## src/hw/tweh_pkg.sv

```systemverilog
// Constants for the two-wire memory controller: register map, commands, timing.
// Assumes a 250 MHz system clock and an AHB-Lite software port.
package tweh_pkg;
    localparam int unsigned CLK_MHZ = 250;
    localparam int unsigned SCL_HALF_NS = 1250;
    localparam int unsigned SCL_HALF_CYC = (SCL_HALF_NS * CLK_MHZ + 999) / 1000;
    localparam logic [15:0] HALF_LOAD = 16'(SCL_HALF_CYC - 1);
    localparam logic [3:0] DEV_TYPE = 4'h0_00A;
    localparam logic [3:0] RECOVER_CLOCKS = 4'h0_009;
    localparam logic [3:0] BITS_PER_WORD = 4'h0_008;
    localparam logic [11:0] OFS_CTRL = 12'h0_000;
    localparam logic [11:0] OFS_ADDR = 12'h0_004;
    localparam logic [11:0] OFS_WDATA = 12'h0_008;
    localparam logic [11:0] OFS_STATUS = 12'h0_00C;
    localparam logic [11:0] OFS_RDATA = 12'h0_010;
    localparam logic [11:0] OFS_CONF = 12'h0_014;
    localparam logic [2:0] CMD_WRITE = 3'h1;
    localparam logic [2:0] CMD_SETADDR = 3'h2;
    localparam logic [2:0] CMD_READ_CUR = 3'h3;
    localparam logic [2:0] CMD_READ_RND = 3'h4;
    localparam logic [2:0] CMD_POLL = 3'h5;
    localparam logic [2:0] CMD_RECOVER = 3'h6;
    localparam logic [5:0] MAX_BYTES = 6'h20;
    localparam logic [1:0] HTRANS_NONSEQ = 2'h2;

    typedef enum logic [3:0] {
        TWEH_IDLE = 4'h0,
        TWEH_START = 4'h1,
        TWEH_BIT_LO = 4'h2,
        TWEH_BIT_HI = 4'h3,
        TWEH_NEXT = 4'h4,
        TWEH_STOP_LO = 4'h5,
        TWEH_STOP_HI = 4'h6,
        TWEH_STOP_END = 4'h7,
        TWEH_REC_LO = 4'h8,
        TWEH_REC_HI = 4'h9,
        TWEH_RSTART = 4'hA
    } tweh_state_t;
endpackage

```

## src/hw/tweh_ctrl.sv

```systemverilog
// Host controller driving a two-wire serial memory over open-drain clock and data pins.
// Assumes an AHB-Lite master with single word transfers and external pull-ups on the pins.
//
// Decided for this implementation: the placing of the registers and the AHB-Lite slave port.
`timescale 1ns/1ps
// Summary of operation
// - Data falls while clock high to open every command except recovery, which clocks first.
// - Data rises while clock high to stop; device then idles.
// - Data changes only during clock low except start and stop.
// - Recovery clocks up to nine cycles watching data high, then start.
// - Each start is followed by an address byte with type pattern 1010.
// - Byte write sends address, word address, one data byte, then stop.
// - Page write sends up to thirty-two data bytes before the stop.
// - Current read takes one byte, withholds acknowledge, then stops.
// - Random read uses a dummy write, repeated start, then reads.
// - Sequential read acknowledges each byte but the last, then stops.
module tweh_ctrl (
    input wire logic clock_i,
    input wire logic resetn_i,
    input wire logic hsel_i,
    input wire logic [31:0] haddr_i,
    input wire logic [1:0] htrans_i,
    input wire logic hwrite_i,
    input wire logic [2:0] hsize_i,
    input wire logic [31:0] hwdata_i,
    input wire logic hready_i,
    output logic [31:0] hrdata_o,
    output logic hreadyout_o,
    output logic hresp_o,
    input wire logic scl_i,
    output logic scl_o,
    output logic scl_oe_o,
    input wire logic sda_i,
    output logic sda_o,
    output logic sda_oe_o,
    output logic write_protect_o
);
    typedef struct packed {
        tweh_pkg::tweh_state_t st;
        logic wr_pend;
        logic [11:0] wr_ofs;
        logic [31:0] rdata;
        logic [2:0] chip;
        logic wp;
        logic [15:0] waddr;
        logic [3:0][7:0] wbuf;
        logic [5:0] count;
        logic [2:0] cmd;
        logic busy;
        logic nack;
        logic [7:0] rbyte;
        logic [15:0] tick;
        logic scl_low;
        logic sda_low;
        logic [8:0] shreg;
        logic [3:0] bitn;
        logic [2:0] phase;
        logic [5:0] done_n;
        logic [3:0] rec_n;
        logic s1_scl;
        logic s2_scl;
        logic s1_sda;
        logic s2_sda;
        logic [7:0] rd_last;
    } tweh_regs_t;
    tweh_regs_t r;
    tweh_regs_t next_r;
    logic half;
    logic [7:0] data_byte;
    logic [31:0] rd_mux;

    assign half = (r.tick == 16'h0000);
    assign scl_o = 1'b0;
    assign sda_o = 1'b0;
    // Open-drain: enable is low when the pin is pulled low
    assign scl_oe_o = ~r.scl_low;
    assign sda_oe_o = ~r.sda_low;
    assign hrdata_o = r.rdata;
    assign hreadyout_o = 1'b1;
    assign hresp_o = 1'b0;
    assign write_protect_o = r.wp;
    assign data_byte = r.wbuf[r.done_n[1:0]];

    always_comb
    begin
        rd_mux = 32'h0000_0000;
        if (haddr_i[11:0] == tweh_pkg::OFS_STATUS)
        begin
            rd_mux = {29'h0000_0000, r.s2_sda, r.nack, r.busy};
        end
        else if (haddr_i[11:0] == tweh_pkg::OFS_RDATA)
        begin
            rd_mux = {24'h00_0000, r.rd_last};
        end
        else if (haddr_i[11:0] == tweh_pkg::OFS_CONF)
        begin
            rd_mux = {28'h000_0000, r.wp, r.chip};
        end
        else if (haddr_i[11:0] == tweh_pkg::OFS_ADDR)
        begin
            rd_mux = {16'h0000, r.waddr};
        end
        else if (haddr_i[11:0] == tweh_pkg::OFS_WDATA)
        begin
            rd_mux = {r.wbuf[3], r.wbuf[2], r.wbuf[1], r.wbuf[0]};
        end
    end

    always_comb
    begin
        next_r = r;
        next_r.s1_scl = scl_i;
        next_r.s2_scl = r.s1_scl;
        next_r.s1_sda = sda_i;
        next_r.s2_sda = r.s1_sda;
        next_r.tick = half ? tweh_pkg::HALF_LOAD : r.tick - 16'h0001;
        // Bus slave: address phase captured, write data applied next cycle
        next_r.wr_pend = 1'b0;
        if (hsel_i && hready_i && htrans_i == tweh_pkg::HTRANS_NONSEQ)
        begin
            next_r.wr_pend = hwrite_i;
            next_r.wr_ofs = haddr_i[11:0];
            if (!hwrite_i)
            begin
                next_r.rdata = rd_mux;
            end
        end
        if (r.wr_pend)
        begin
            if (r.wr_ofs == tweh_pkg::OFS_CONF)
            begin
                next_r.chip = hwdata_i[2:0];
                next_r.wp = hwdata_i[3];
            end
            else if (r.wr_ofs == tweh_pkg::OFS_ADDR)
            begin
                next_r.waddr = hwdata_i[15:0];
            end
            else if (r.wr_ofs == tweh_pkg::OFS_WDATA)
            begin
                next_r.wbuf[0] = hwdata_i[7:0];
                next_r.wbuf[1] = hwdata_i[15:8];
                next_r.wbuf[2] = hwdata_i[23:16];
                next_r.wbuf[3] = hwdata_i[31:24];
            end
            else if (r.wr_ofs == tweh_pkg::OFS_CTRL && !r.busy)
            begin
                next_r.cmd = hwdata_i[2:0];
                next_r.count = (hwdata_i[13:8] == 6'h00 || hwdata_i[13:8] > tweh_pkg::MAX_BYTES)
                    ? 6'h01 : hwdata_i[13:8];
                next_r.busy = 1'b1;
                next_r.nack = 1'b0;
                next_r.done_n = 6'h00;
                next_r.rec_n = 4'h0;
                next_r.tick = tweh_pkg::HALF_LOAD;
                next_r.st = (hwdata_i[2:0] == tweh_pkg::CMD_RECOVER)
                    ? tweh_pkg::TWEH_REC_LO : tweh_pkg::TWEH_START;
            end
        end
        if (half)
        begin
            case (r.st)
                tweh_pkg::TWEH_START:
                begin
                    // Phase 0 release both, phase 1 drop data, then clock low
                    if (!r.sda_low && r.s2_scl)
                    begin
                        next_r.sda_low = 1'b1;
                        next_r.phase = 3'h0;
                        next_r.shreg = {tweh_pkg::DEV_TYPE, r.chip,
                            r.cmd == tweh_pkg::CMD_READ_CUR, 1'b1};
                        next_r.bitn = 4'h0;
                        next_r.st = tweh_pkg::TWEH_BIT_LO;
                    end
                    else
                    begin
                        next_r.scl_low = 1'b0;
                        next_r.sda_low = 1'b0;
                    end
                end
                tweh_pkg::TWEH_RSTART:
                begin
                    next_r.sda_low = 1'b0;
                    next_r.scl_low = 1'b0;
                    next_r.cmd = tweh_pkg::CMD_READ_CUR;
                    next_r.st = tweh_pkg::TWEH_START;
                end
                tweh_pkg::TWEH_BIT_LO:
                begin
                    // Clock low, then data set up while low
                    next_r.scl_low = 1'b1;
                    next_r.sda_low = r.scl_low ? ~r.shreg[8] : r.sda_low;
                    if (r.scl_low)
                    begin
                        next_r.st = tweh_pkg::TWEH_BIT_HI;
                    end
                end
                tweh_pkg::TWEH_BIT_HI:
                begin
                    next_r.scl_low = 1'b0;
                    if (r.s2_scl)
                    begin
                        next_r.shreg = {r.shreg[7:0], r.s2_sda};
                        next_r.bitn = r.bitn + 4'h1;
                        next_r.st = (r.bitn == tweh_pkg::BITS_PER_WORD)
                            ? tweh_pkg::TWEH_NEXT : tweh_pkg::TWEH_BIT_LO;
                    end
                end
                tweh_pkg::TWEH_NEXT:
                begin
                    next_r.scl_low = 1'b1;
                    next_r.bitn = 4'h0;
                    next_r.st = tweh_pkg::TWEH_BIT_LO;
                    if (r.phase == 3'h5)
                    begin
                        // Read byte received: shreg[8:1] holds it
                        next_r.rd_last = r.shreg[8:1];
                        next_r.done_n = r.done_n + 6'h01;
                        if (r.done_n + 6'h01 >= r.count)
                        begin
                            next_r.st = tweh_pkg::TWEH_STOP_LO;
                        end
                        else
                        begin
                            // Withhold the acknowledge on the last byte only
                            next_r.shreg = (r.done_n + 6'h02 >= r.count)
                                ? 9'h1FF : 9'h1FE;
                        end
                    end
                    else if (r.shreg[0])
                    begin
                        next_r.nack = 1'b1;
                        next_r.st = tweh_pkg::TWEH_STOP_LO;
                    end
                    else if (r.phase == 3'h0)
                    begin
                        if (r.cmd == tweh_pkg::CMD_POLL)
                        begin
                            next_r.st = tweh_pkg::TWEH_STOP_LO;
                        end
                        else if (r.cmd == tweh_pkg::CMD_READ_CUR)
                        begin
                            next_r.phase = 3'h5;
                            next_r.shreg = (r.count == 6'h01) ? 9'h1FF : 9'h1FE;
                        end
                        else
                        begin
                            next_r.phase = 3'h1;
                            next_r.shreg = {r.waddr[15:8], 1'b1};
                        end
                    end
                    else if (r.phase == 3'h1)
                    begin
                        next_r.phase = 3'h2;
                        next_r.shreg = {r.waddr[7:0], 1'b1};
                    end
                    else if (r.cmd == tweh_pkg::CMD_READ_RND)
                    begin
                        next_r.st = tweh_pkg::TWEH_RSTART;
                    end
                    else if (r.cmd == tweh_pkg::CMD_SETADDR || r.done_n == r.count)
                    begin
                        next_r.st = tweh_pkg::TWEH_STOP_LO;
                    end
                    else
                    begin
                        // page wrap is done by the device; host just streams
                        next_r.phase = 3'h3;
                        next_r.shreg = {data_byte, 1'b1};
                        next_r.done_n = r.done_n + 6'h01;
                    end
                end
                tweh_pkg::TWEH_STOP_LO:
                begin
                    next_r.scl_low = 1'b1;
                    next_r.sda_low = r.scl_low;
                    if (r.scl_low)
                    begin
                        next_r.st = tweh_pkg::TWEH_STOP_HI;
                    end
                end
                tweh_pkg::TWEH_STOP_HI:
                begin
                    next_r.scl_low = 1'b0;
                    if (r.s2_scl)
                    begin
                        next_r.st = tweh_pkg::TWEH_STOP_END;
                    end
                end
                tweh_pkg::TWEH_STOP_END:
                begin
                    next_r.sda_low = 1'b0;
                    next_r.busy = 1'b0;
                    next_r.st = tweh_pkg::TWEH_IDLE;
                end
                tweh_pkg::TWEH_REC_LO:
                begin
                    next_r.sda_low = 1'b0;
                    next_r.scl_low = 1'b1;
                    next_r.st = tweh_pkg::TWEH_REC_HI;
                end
                tweh_pkg::TWEH_REC_HI:
                begin
                    next_r.scl_low = 1'b0;
                    if (r.s2_scl)
                    begin
                        next_r.rec_n = r.rec_n + 4'h1;
                        if (r.s2_sda || r.rec_n + 4'h1 >= tweh_pkg::RECOVER_CLOCKS)
                        begin
                            next_r.cmd = tweh_pkg::CMD_POLL;
                            next_r.st = tweh_pkg::TWEH_START;
                        end
                        else
                        begin
                            next_r.st = tweh_pkg::TWEH_REC_LO;
                        end
                    end
                end
                default:
                begin
                    next_r.scl_low = 1'b0;
                    next_r.sda_low = 1'b0;
                end
            endcase
        end
    end

    always_ff @(posedge clock_i or negedge resetn_i)
    begin
        if (!resetn_i)
        begin
            r <= '0;
        end
        else
        begin
            r <= next_r;
        end
    end
endmodule

```

## config.mk

```make
export PLATFORM = sky130hd
export DESIGN_NAME = tweh_ctrl
export DESIGN_NICKNAME = d
export VERILOG_FILES = /design/src/hw/tweh_pkg.sv /design/src/hw/tweh_ctrl.sv
export SDC_FILE = /design/constraint.sdc
export NUM_CORES = 1
export LEC_CHECK = 0
export ABC_CLOCK_PERIOD_IN_PS = 7700
export BUFFER_PORTS_ARGS = -buffer_cell sky130_fd_sc_hd__buf_4
export CAP_MARGIN = 40
export CORE_MARGIN = 3
export CORE_UTILIZATION = 50
export DETAILED_ROUTE_END_ITERATION = 10
export GPL_TIMING_DRIVEN = 1
export PLACE_DENSITY_LB_ADDON = 0.12
export SLEW_MARGIN = 10
export SYNTH_ARGS = -nofsm -noshare
export SYNTH_HDL_FRONTEND = slang
export SYNTH_SLANG_ARGS = --single-unit
```

## constraint.sdc

```tcl
create_clock -name clock_i -period 7.7 [get_ports clock_i]
set_input_delay 1.155 -clock clock_i [delete_from_list [all_inputs] [get_ports clock_i]]
set_output_delay 1.155 -clock clock_i [all_outputs]
set_load 0.02 [all_outputs]
```

Word-level counts from Yosys, hierarchy flattened
Index checks and enable logic that the tools add are counted.
- bitwise operators: 9
- add/subtract/negate cells: 5
- multiplexer cells: 93
- equal/unequal tests: 43
- $lt $le $gt $ge: 5
- reduce and logical (&&, ||, !) cells: 29
- operators by type and width (cell ; number):
    two-way mux 32 bit ; 6
    two-way mux 16 bit ; 7
    two-way mux 9 bit ; 12
    two-way mux 4 bit ; 21
    two-way mux 10 bit ; 6
    two-way mux 45 bit ; 1
    case mux 4 bit (10 select lines) ; 1
    case mux 13 bit (3 select lines) ; 1
    equality test 12 x 4 -> 1 bit, second input constant ; 3
    equality test 12 x 5 -> 1 bit, second input constant ; 3
    two-way mux 3 bit ; 11
    two-way mux 5 bit ; 6
    two-way mux 6 bit ; 5
    equality test 12 x 3 -> 1 bit, second input constant ; 2
    binary-select mux 8 bit (select 2 bit) ; 1
    equality test 4 x 3 -> 1 bit, second input constant ; 4
    equality test 4 bit, second input constant ; 4
    zero test 16 bit ; 1
    subtractor 16 x 1 -> 16 bit, second input constant ; 1
    two-way mux 13 bit ; 1
    equality test 3 bit, second input constant ; 4
    >= comparator 6 bit ; 2
    zero test 12 bit ; 1
    inequality test 2 bit, second input constant ; 6
    36 further kinds ; 74
- word-level logic and storage cells: 213
- register bits: 168
- output and inout port bits: 39

Longest topological paths before layout
- word-level depth: 15
- mapped depth: 10
- mapped depth without buffers: 10

Worst setup path after synthesis
No wires, ideal clock.
- path kind: input port to flip-flop
- start point: input port haddr_i[9]
- end point: register r, in the netlist hrdata_o[22]
- data required time: 7635 ps
- cell stages on the path: 7
- path slack: 4959 ps
- path buffers: 2
- data arrival time: 2676 ps
- cells stage by stage: nor4_1 nand3_1 nor3b_2 and3_1 clkbuf_2 buf_2 a22o_1
- longest elaborated chain between the ends: 6
- ends and longest elaborated chain (what ; line ; RTL):
    from (decl) ; tweh_ctrl.sv:21 ; input wire logic [31:0] haddr_i,
    equality test 12 x 4 -> 1 bit ; tweh_ctrl.sv:103 ; else if (haddr_i[11:0] == tweh_pkg::OFS_WDATA)
    two-way mux 32 bit ; tweh_ctrl.sv:103 ;
    two-way mux 32 bit ; tweh_ctrl.sv:99 ; else if (haddr_i[11:0] == tweh_pkg::OFS_ADDR)
    two-way mux 32 bit ; tweh_ctrl.sv:95 ; else if (haddr_i[11:0] == tweh_pkg::OFS_CONF)
    two-way mux 32 bit ; tweh_ctrl.sv:91 ; else if (haddr_i[11:0] == tweh_pkg::OFS_RDATA)
    two-way mux 32 bit * ; tweh_ctrl.sv:87 ; if (haddr_i[11:0] == tweh_pkg::OFS_STATUS)
    to (signal assigned) ; tweh_ctrl.sv:336 ; r <= next_r;
    to (decl) ; tweh_ctrl.sv:66 ; tweh_regs_t r;
Every way passes the cells marked *; elsewhere a longest branch is shown, timed or not.
A chain may end at the register's enable or synchronous reset.

Worst setup path after layout
- start point: input port htrans_i[0]
- end point: register r, in the netlist hrdata_o[24]
- longest elaborated chain between the ends: 3
- ends and longest elaborated chain (what ; line ; RTL):
    from (decl) ; tweh_ctrl.sv:22 ; input wire logic [1:0] htrans_i,
    equality test 2 bit ; tweh_ctrl.sv:119 ; if (hsel_i && hready_i && htrans_i == tweh_pkg::HTRANS_NONSEQ)
    logical AND 1 bit ; tweh_ctrl.sv:119 ;
    AND reduction 2 bit (no source line) ; n/a ;
Every way passes these cells.

==> flow_results.org <==
** Clocking
- The number of clock buffers added by TritonCTS is 17.
- Clock tree from TritonCTS :: built
- The H-tree was split into 4 levels.
- No sink is reached through more buffers than the 2 on the longest clock path.
- Setup Fix Bufs, Post-CTS :: 0
- Clock latency on the worst-skew pair, taken at its later pin, is 0.43 ns.
- Clock tree root driver cell :: sky130_fd_sc_hd__clkbuf_16
- Number of hold buffers added after cts :: 0
- # resized after CTS :: 0
- Clock-pin slew on the worst setup and hold paths :: 0.07 ns
- Total clock sinks :: 168

** Timing
- Period utilisation layout :: 0.4258
- Slack of the critical path :: 4.421 ns
- The final count of hold timing violations came to 0.
- Setup TNS after final layout :: 0 ns
- Max Fclk :: 0.3050 GHz
- Setup repair after global routing left no endpoint under its margin.
- Clock period minus final worst setup slack :: 3.279 ns
- Final setup skew :: 0.01437 ns
- Count of pins over their slew limit :: 0
- Setup violations remaining at the end of the flow were counted as 0.
- Remaining max-slew budget at the tightest pin :: 0.4673
- Slew at the pin closest to its max-slew limit :: roughly 0.80 ns

** Worst setup path
- Beginning of the worst register-to-register path :: r[16]
- STA classifies the critical path endpoint as a flop.
- R2R Setup Slk :: 4.52 ns
- Setup Crit Path Kind :: in2reg
- In this run the critical register-to-register path is captured at r[174].
- Launching element type of the critical path :: input pin
- Required time at the worst-slack endpoint :: 8.06 ns
- Of all nets on the critical path, the largest fanout is 16.
- CP max stage cell :: sky130_fd_sc_hd__and3_1
- Length in cells of the worst reg-to-reg path :: 9
- Sum of buffers and inverters on the critical path :: 1
- Data arrives at the worst endpoint at 3.64 ns.
- Crit-path cells :: buf_4, nand4b_1, nor2_1, and3_1, a22o_1
- Max stage delay on crit path :: ~0.78 ns
- Broken down by cell family, the worst path's largest delay share belongs to simple AND/OR/NAND/NOR gates.

** Drt
- For this block, the initial DRC count from the detailed router was 471.
- Post-Route WL :: 21790 µm
- The routed layout has 6609 vias.
- Via-to-Cell Ratio :: just under 6
- For this run, the detailed router's first-pass iteration total came to 5.
- In the routed design, unresolved DRC markers number 0.
- Number of nets with antenna violations after detailed routing :: 0
- Detailed-route wire length per cell :: around 19 µm

** Logic synthesis
- Simple-gate portion of the synthesized area :: 0.1538
- Gate count after technology mapping :: 860
- Multiplexer area fraction after synthesis :: 0.1313
- Async S/R FF share, synth :: 1.000
- Number of flops mapped to enable cells by yosys :: 0
- Synthesized area per cell :: about 11 µm²
- Complex-gate fraction of the synthesized area :: 0.1367
- Cell type with the largest total area after synthesis :: sky130_fd_sc_hd__dfrtp_1
- After synthesis, the largest family of logic cells by area is simple AND/OR/NAND/NOR gates.
- The most used flip-flop cell after synthesis is sky130_fd_sc_hd__dfrtp_1.
- Number of flip-flops and latches in the synthesized netlist :: 168
- Fraction of synthesized cell area taken by the top area cell type :: 0.4640
- YS warnings :: 0
- Of the synthesized area, sequential elements account for 0.4640.
- Xor/xnor cell area share of the yosys netlist :: 0.02513
- Adder-cell area share of the yosys netlist :: 0.02762
- Synth Cell Area :: approximately 9100 µm²
- After synthesis, the netlist uses 70 different library cells.
- Sorting the synthesized cells by area gives the leading types as sky130_fd_sc_hd__dfrtp_1 (46%), sky130_fd_sc_hd__mux2_2 (9.3%), sky130_fd_sc_hd__buf_4 (3.0%).

** Pwr
- The analysis attributes to cell leakage a power of 4.667 nW.
- Overall power after layout :: 0.002240 W
- Cell Pwr Density :: 218.6 nW/µm²
- Across the VDD grid, the largest voltage drop is between 0.15 and 0.2 mV.

** Final layout
- Of the cells placed in the final design, the portion with a size suffix greater than 1 is 0.2552.
- The layout has approximately 1500 filler cells.
- The library cell used most frequently in the layout, excluding fill and tap cells, is sky130_fd_sc_hd__dfrtp_1.
- Non-filler cells, final :: roughly 1100
- For this run, the post-layout net count is 996.
- The finished cells cover between 10000 and 15000 µm².
- Leading cell types in the layout, fill and taps excluded :: sky130_fd_sc_hd__dfrtp_1 (168), sky130_fd_sc_hd__buf_4 (93), sky130_fd_sc_hd__mux2_2 (75)
- Diode insertion count for antenna repair :: 0
- The area growth from synthesis to layout is 13.13%.

** Floorplanning
- For this configuration, the core starts out at a cell density of 0.5166.
- In this run the vertical extent of the chip is 140.6 µm.
- Overall die area :: 19770 µm²
- The core region is around 18000 µm².
- Number of top-level pins :: about 120
- Site row count :: 48
- In this run the horizontal extent of the chip is ~140 µm.

** Place
- Prior to clock tree synthesis, the placed netlist has a worst setup slack of 4.008 ns.
- Port buffering added 87 buffers.
- Including well taps, the total number of placed cells is 1106.
- Placed Area :: 9656 µm²
- Detailed placement finished with a half-perimeter wire length of 15680 µm.
- At the end of routability-driven placement, the weighted congestion stood at 0.9233.

** Min path
- Worst hold path depth :: 0
- Hold-critical path endpoint :: r[8]
- Worst Hold Launch :: next_r[8]
- Hold crit path type :: reg2reg

** GRT
- Entering global routing, the biggest net connects 88 pins.
- Global-route wire length before repair :: 35930 µm
- The total overflow left after global routing is 0.
- For this run, the total global-route usage over all layers was measured as 0.2281.
- Initial antenna violation count :: 0
- The via count of the first global-routing pass came to 6747.

** Run
- Across the run, the number of max-cap violations was 0.

** Outcome
- The flow ran to the end, and the final reports show no timing, DRC or antenna violations.
[where the power goes]
group | switching, W | internal (W)
clock | 0.000370 | 0.000499
combinational | 0.000164 | 0.000149
sequential | 0.000101 | 0.000957
total | 0.000635 | 0.00161
[stage by stage]
| stage | hold WS (ns) | util |
|---|---|---|
| after global routing | 0.3691 | 0.5845 |
| after CTS | 0.3655 | 0.5845 |
| after global placement | 0.3337 | 0.5488 |
| after floorplan | 0.3312 | - |
| final | 0.3637 | 0.5845 |
| after detailed placement | 0.3378 | 0.5506 |
[synthesized netlist by cell type (all sizes together), types with 5 or more instances]
| library cell | number |
|---|---|
| nor2b | 10 |
| nand3b | 8 |
| nor4 | 13 |
| o22ai | 8 |
| and2 | 5 |
| ha | 20 |
| nand2 | 66 |
| clkbuf | 30 |
| xor2 | 13 |
| inv | 29 |
| a22o | 16 |
| o21a | 10 |
| mux2 | 78 |
| mux4 | 8 |
| mux2i | 12 |
| and3 | 5 |
| a21oi | 29 |
| a31oi | 6 |
| nand4 | 6 |
| a21o | 9 |
| a221o | 8 |
| nand2b | 18 |
| o21ai | 54 |
| nand3 | 32 |
| buf | 47 |
| nor2 | 54 |
| a22oi | 12 |
| dfrtp | 168 |
| a211oi | 8 |
| nor3 | 19 |
| xnor2 | 13 |
[cell type report]
type / count / area [µm²] / share of cell area
repair buffers: 96 / 740.7 / 0.07227
flip-flops and latches: 168 / 4204 / 0.4102
clock buffers: 19 / 452.9 / 0.04419
clock inverters: 13 / 141.4 / 0.01379
inverters: 29 / 108.9 / 0.01062
well taps: 225 / 281.5 / 0.02747
multi-input cells: 588 / 4320 / 0.4215
[routing by layer]
layer  global-route usage  up-vias  part of all wire
li1                     -     3142                 -
met1               0.3320     3287              0.48
met2               0.3415      158              0.45
met3              0.06242       22             0.056
met4              0.05762        0             0.014
met5                    0        -                 0
[sequential cells by signal, indices dropped and copies added (netlist names)]
name / flops
r: 133
hrdata_o: 32
next_r: 2
write_protect_o: 1
[worst max path at each step]
stage / start / endpoint / slack, ns / depth (start not counted)
floorplan: haddr_i[9] / hrdata_o[22] / 4.96 / 7
global placement: htrans_i[0] / hrdata_o[21] / 4.05 / 5
detailed placement: htrans_i[0] / hrdata_o[24] / 4.01 / 5
CTS: htrans_i[0] / hrdata_o[24] / 4.45 / 5
global route: htrans_i[0] / hrdata_o[11] / 4.22 / 5
finish: htrans_i[0] / hrdata_o[24] / 4.42 / 5
[worst register-to-register path, stage by stage (launching register included)]
cell                        delay [ns]
sky130_fd_sc_hd__dfrtp_1          0.83
sky130_fd_sc_hd__ha_1             0.35
sky130_fd_sc_hd__nand3_1          0.11
sky130_fd_sc_hd__xnor2_1          0.16
sky130_fd_sc_hd__ha_1             0.31
sky130_fd_sc_hd__nand3_1          0.08
sky130_fd_sc_hd__o21ai_0          0.52
sky130_fd_sc_hd__nor2_1           0.13
sky130_fd_sc_hd__nor3_1           0.40
sky130_fd_sc_hd__a2bb2oi_1        0.23
[cell families (layout without fill, tap and decap cells)]
logic type	count (synthesis)	after routing
adders and majority gates	20	20
and+or+nand+nor	257	257
xor gates and xnor gates	26	26
muxes	98	98
buffers and inverters	106	157
DFF	168	168
AOI/OAI and AO/OA	183	183
other	2	4
No activity file was read; power rests on OpenSTA's default activity.
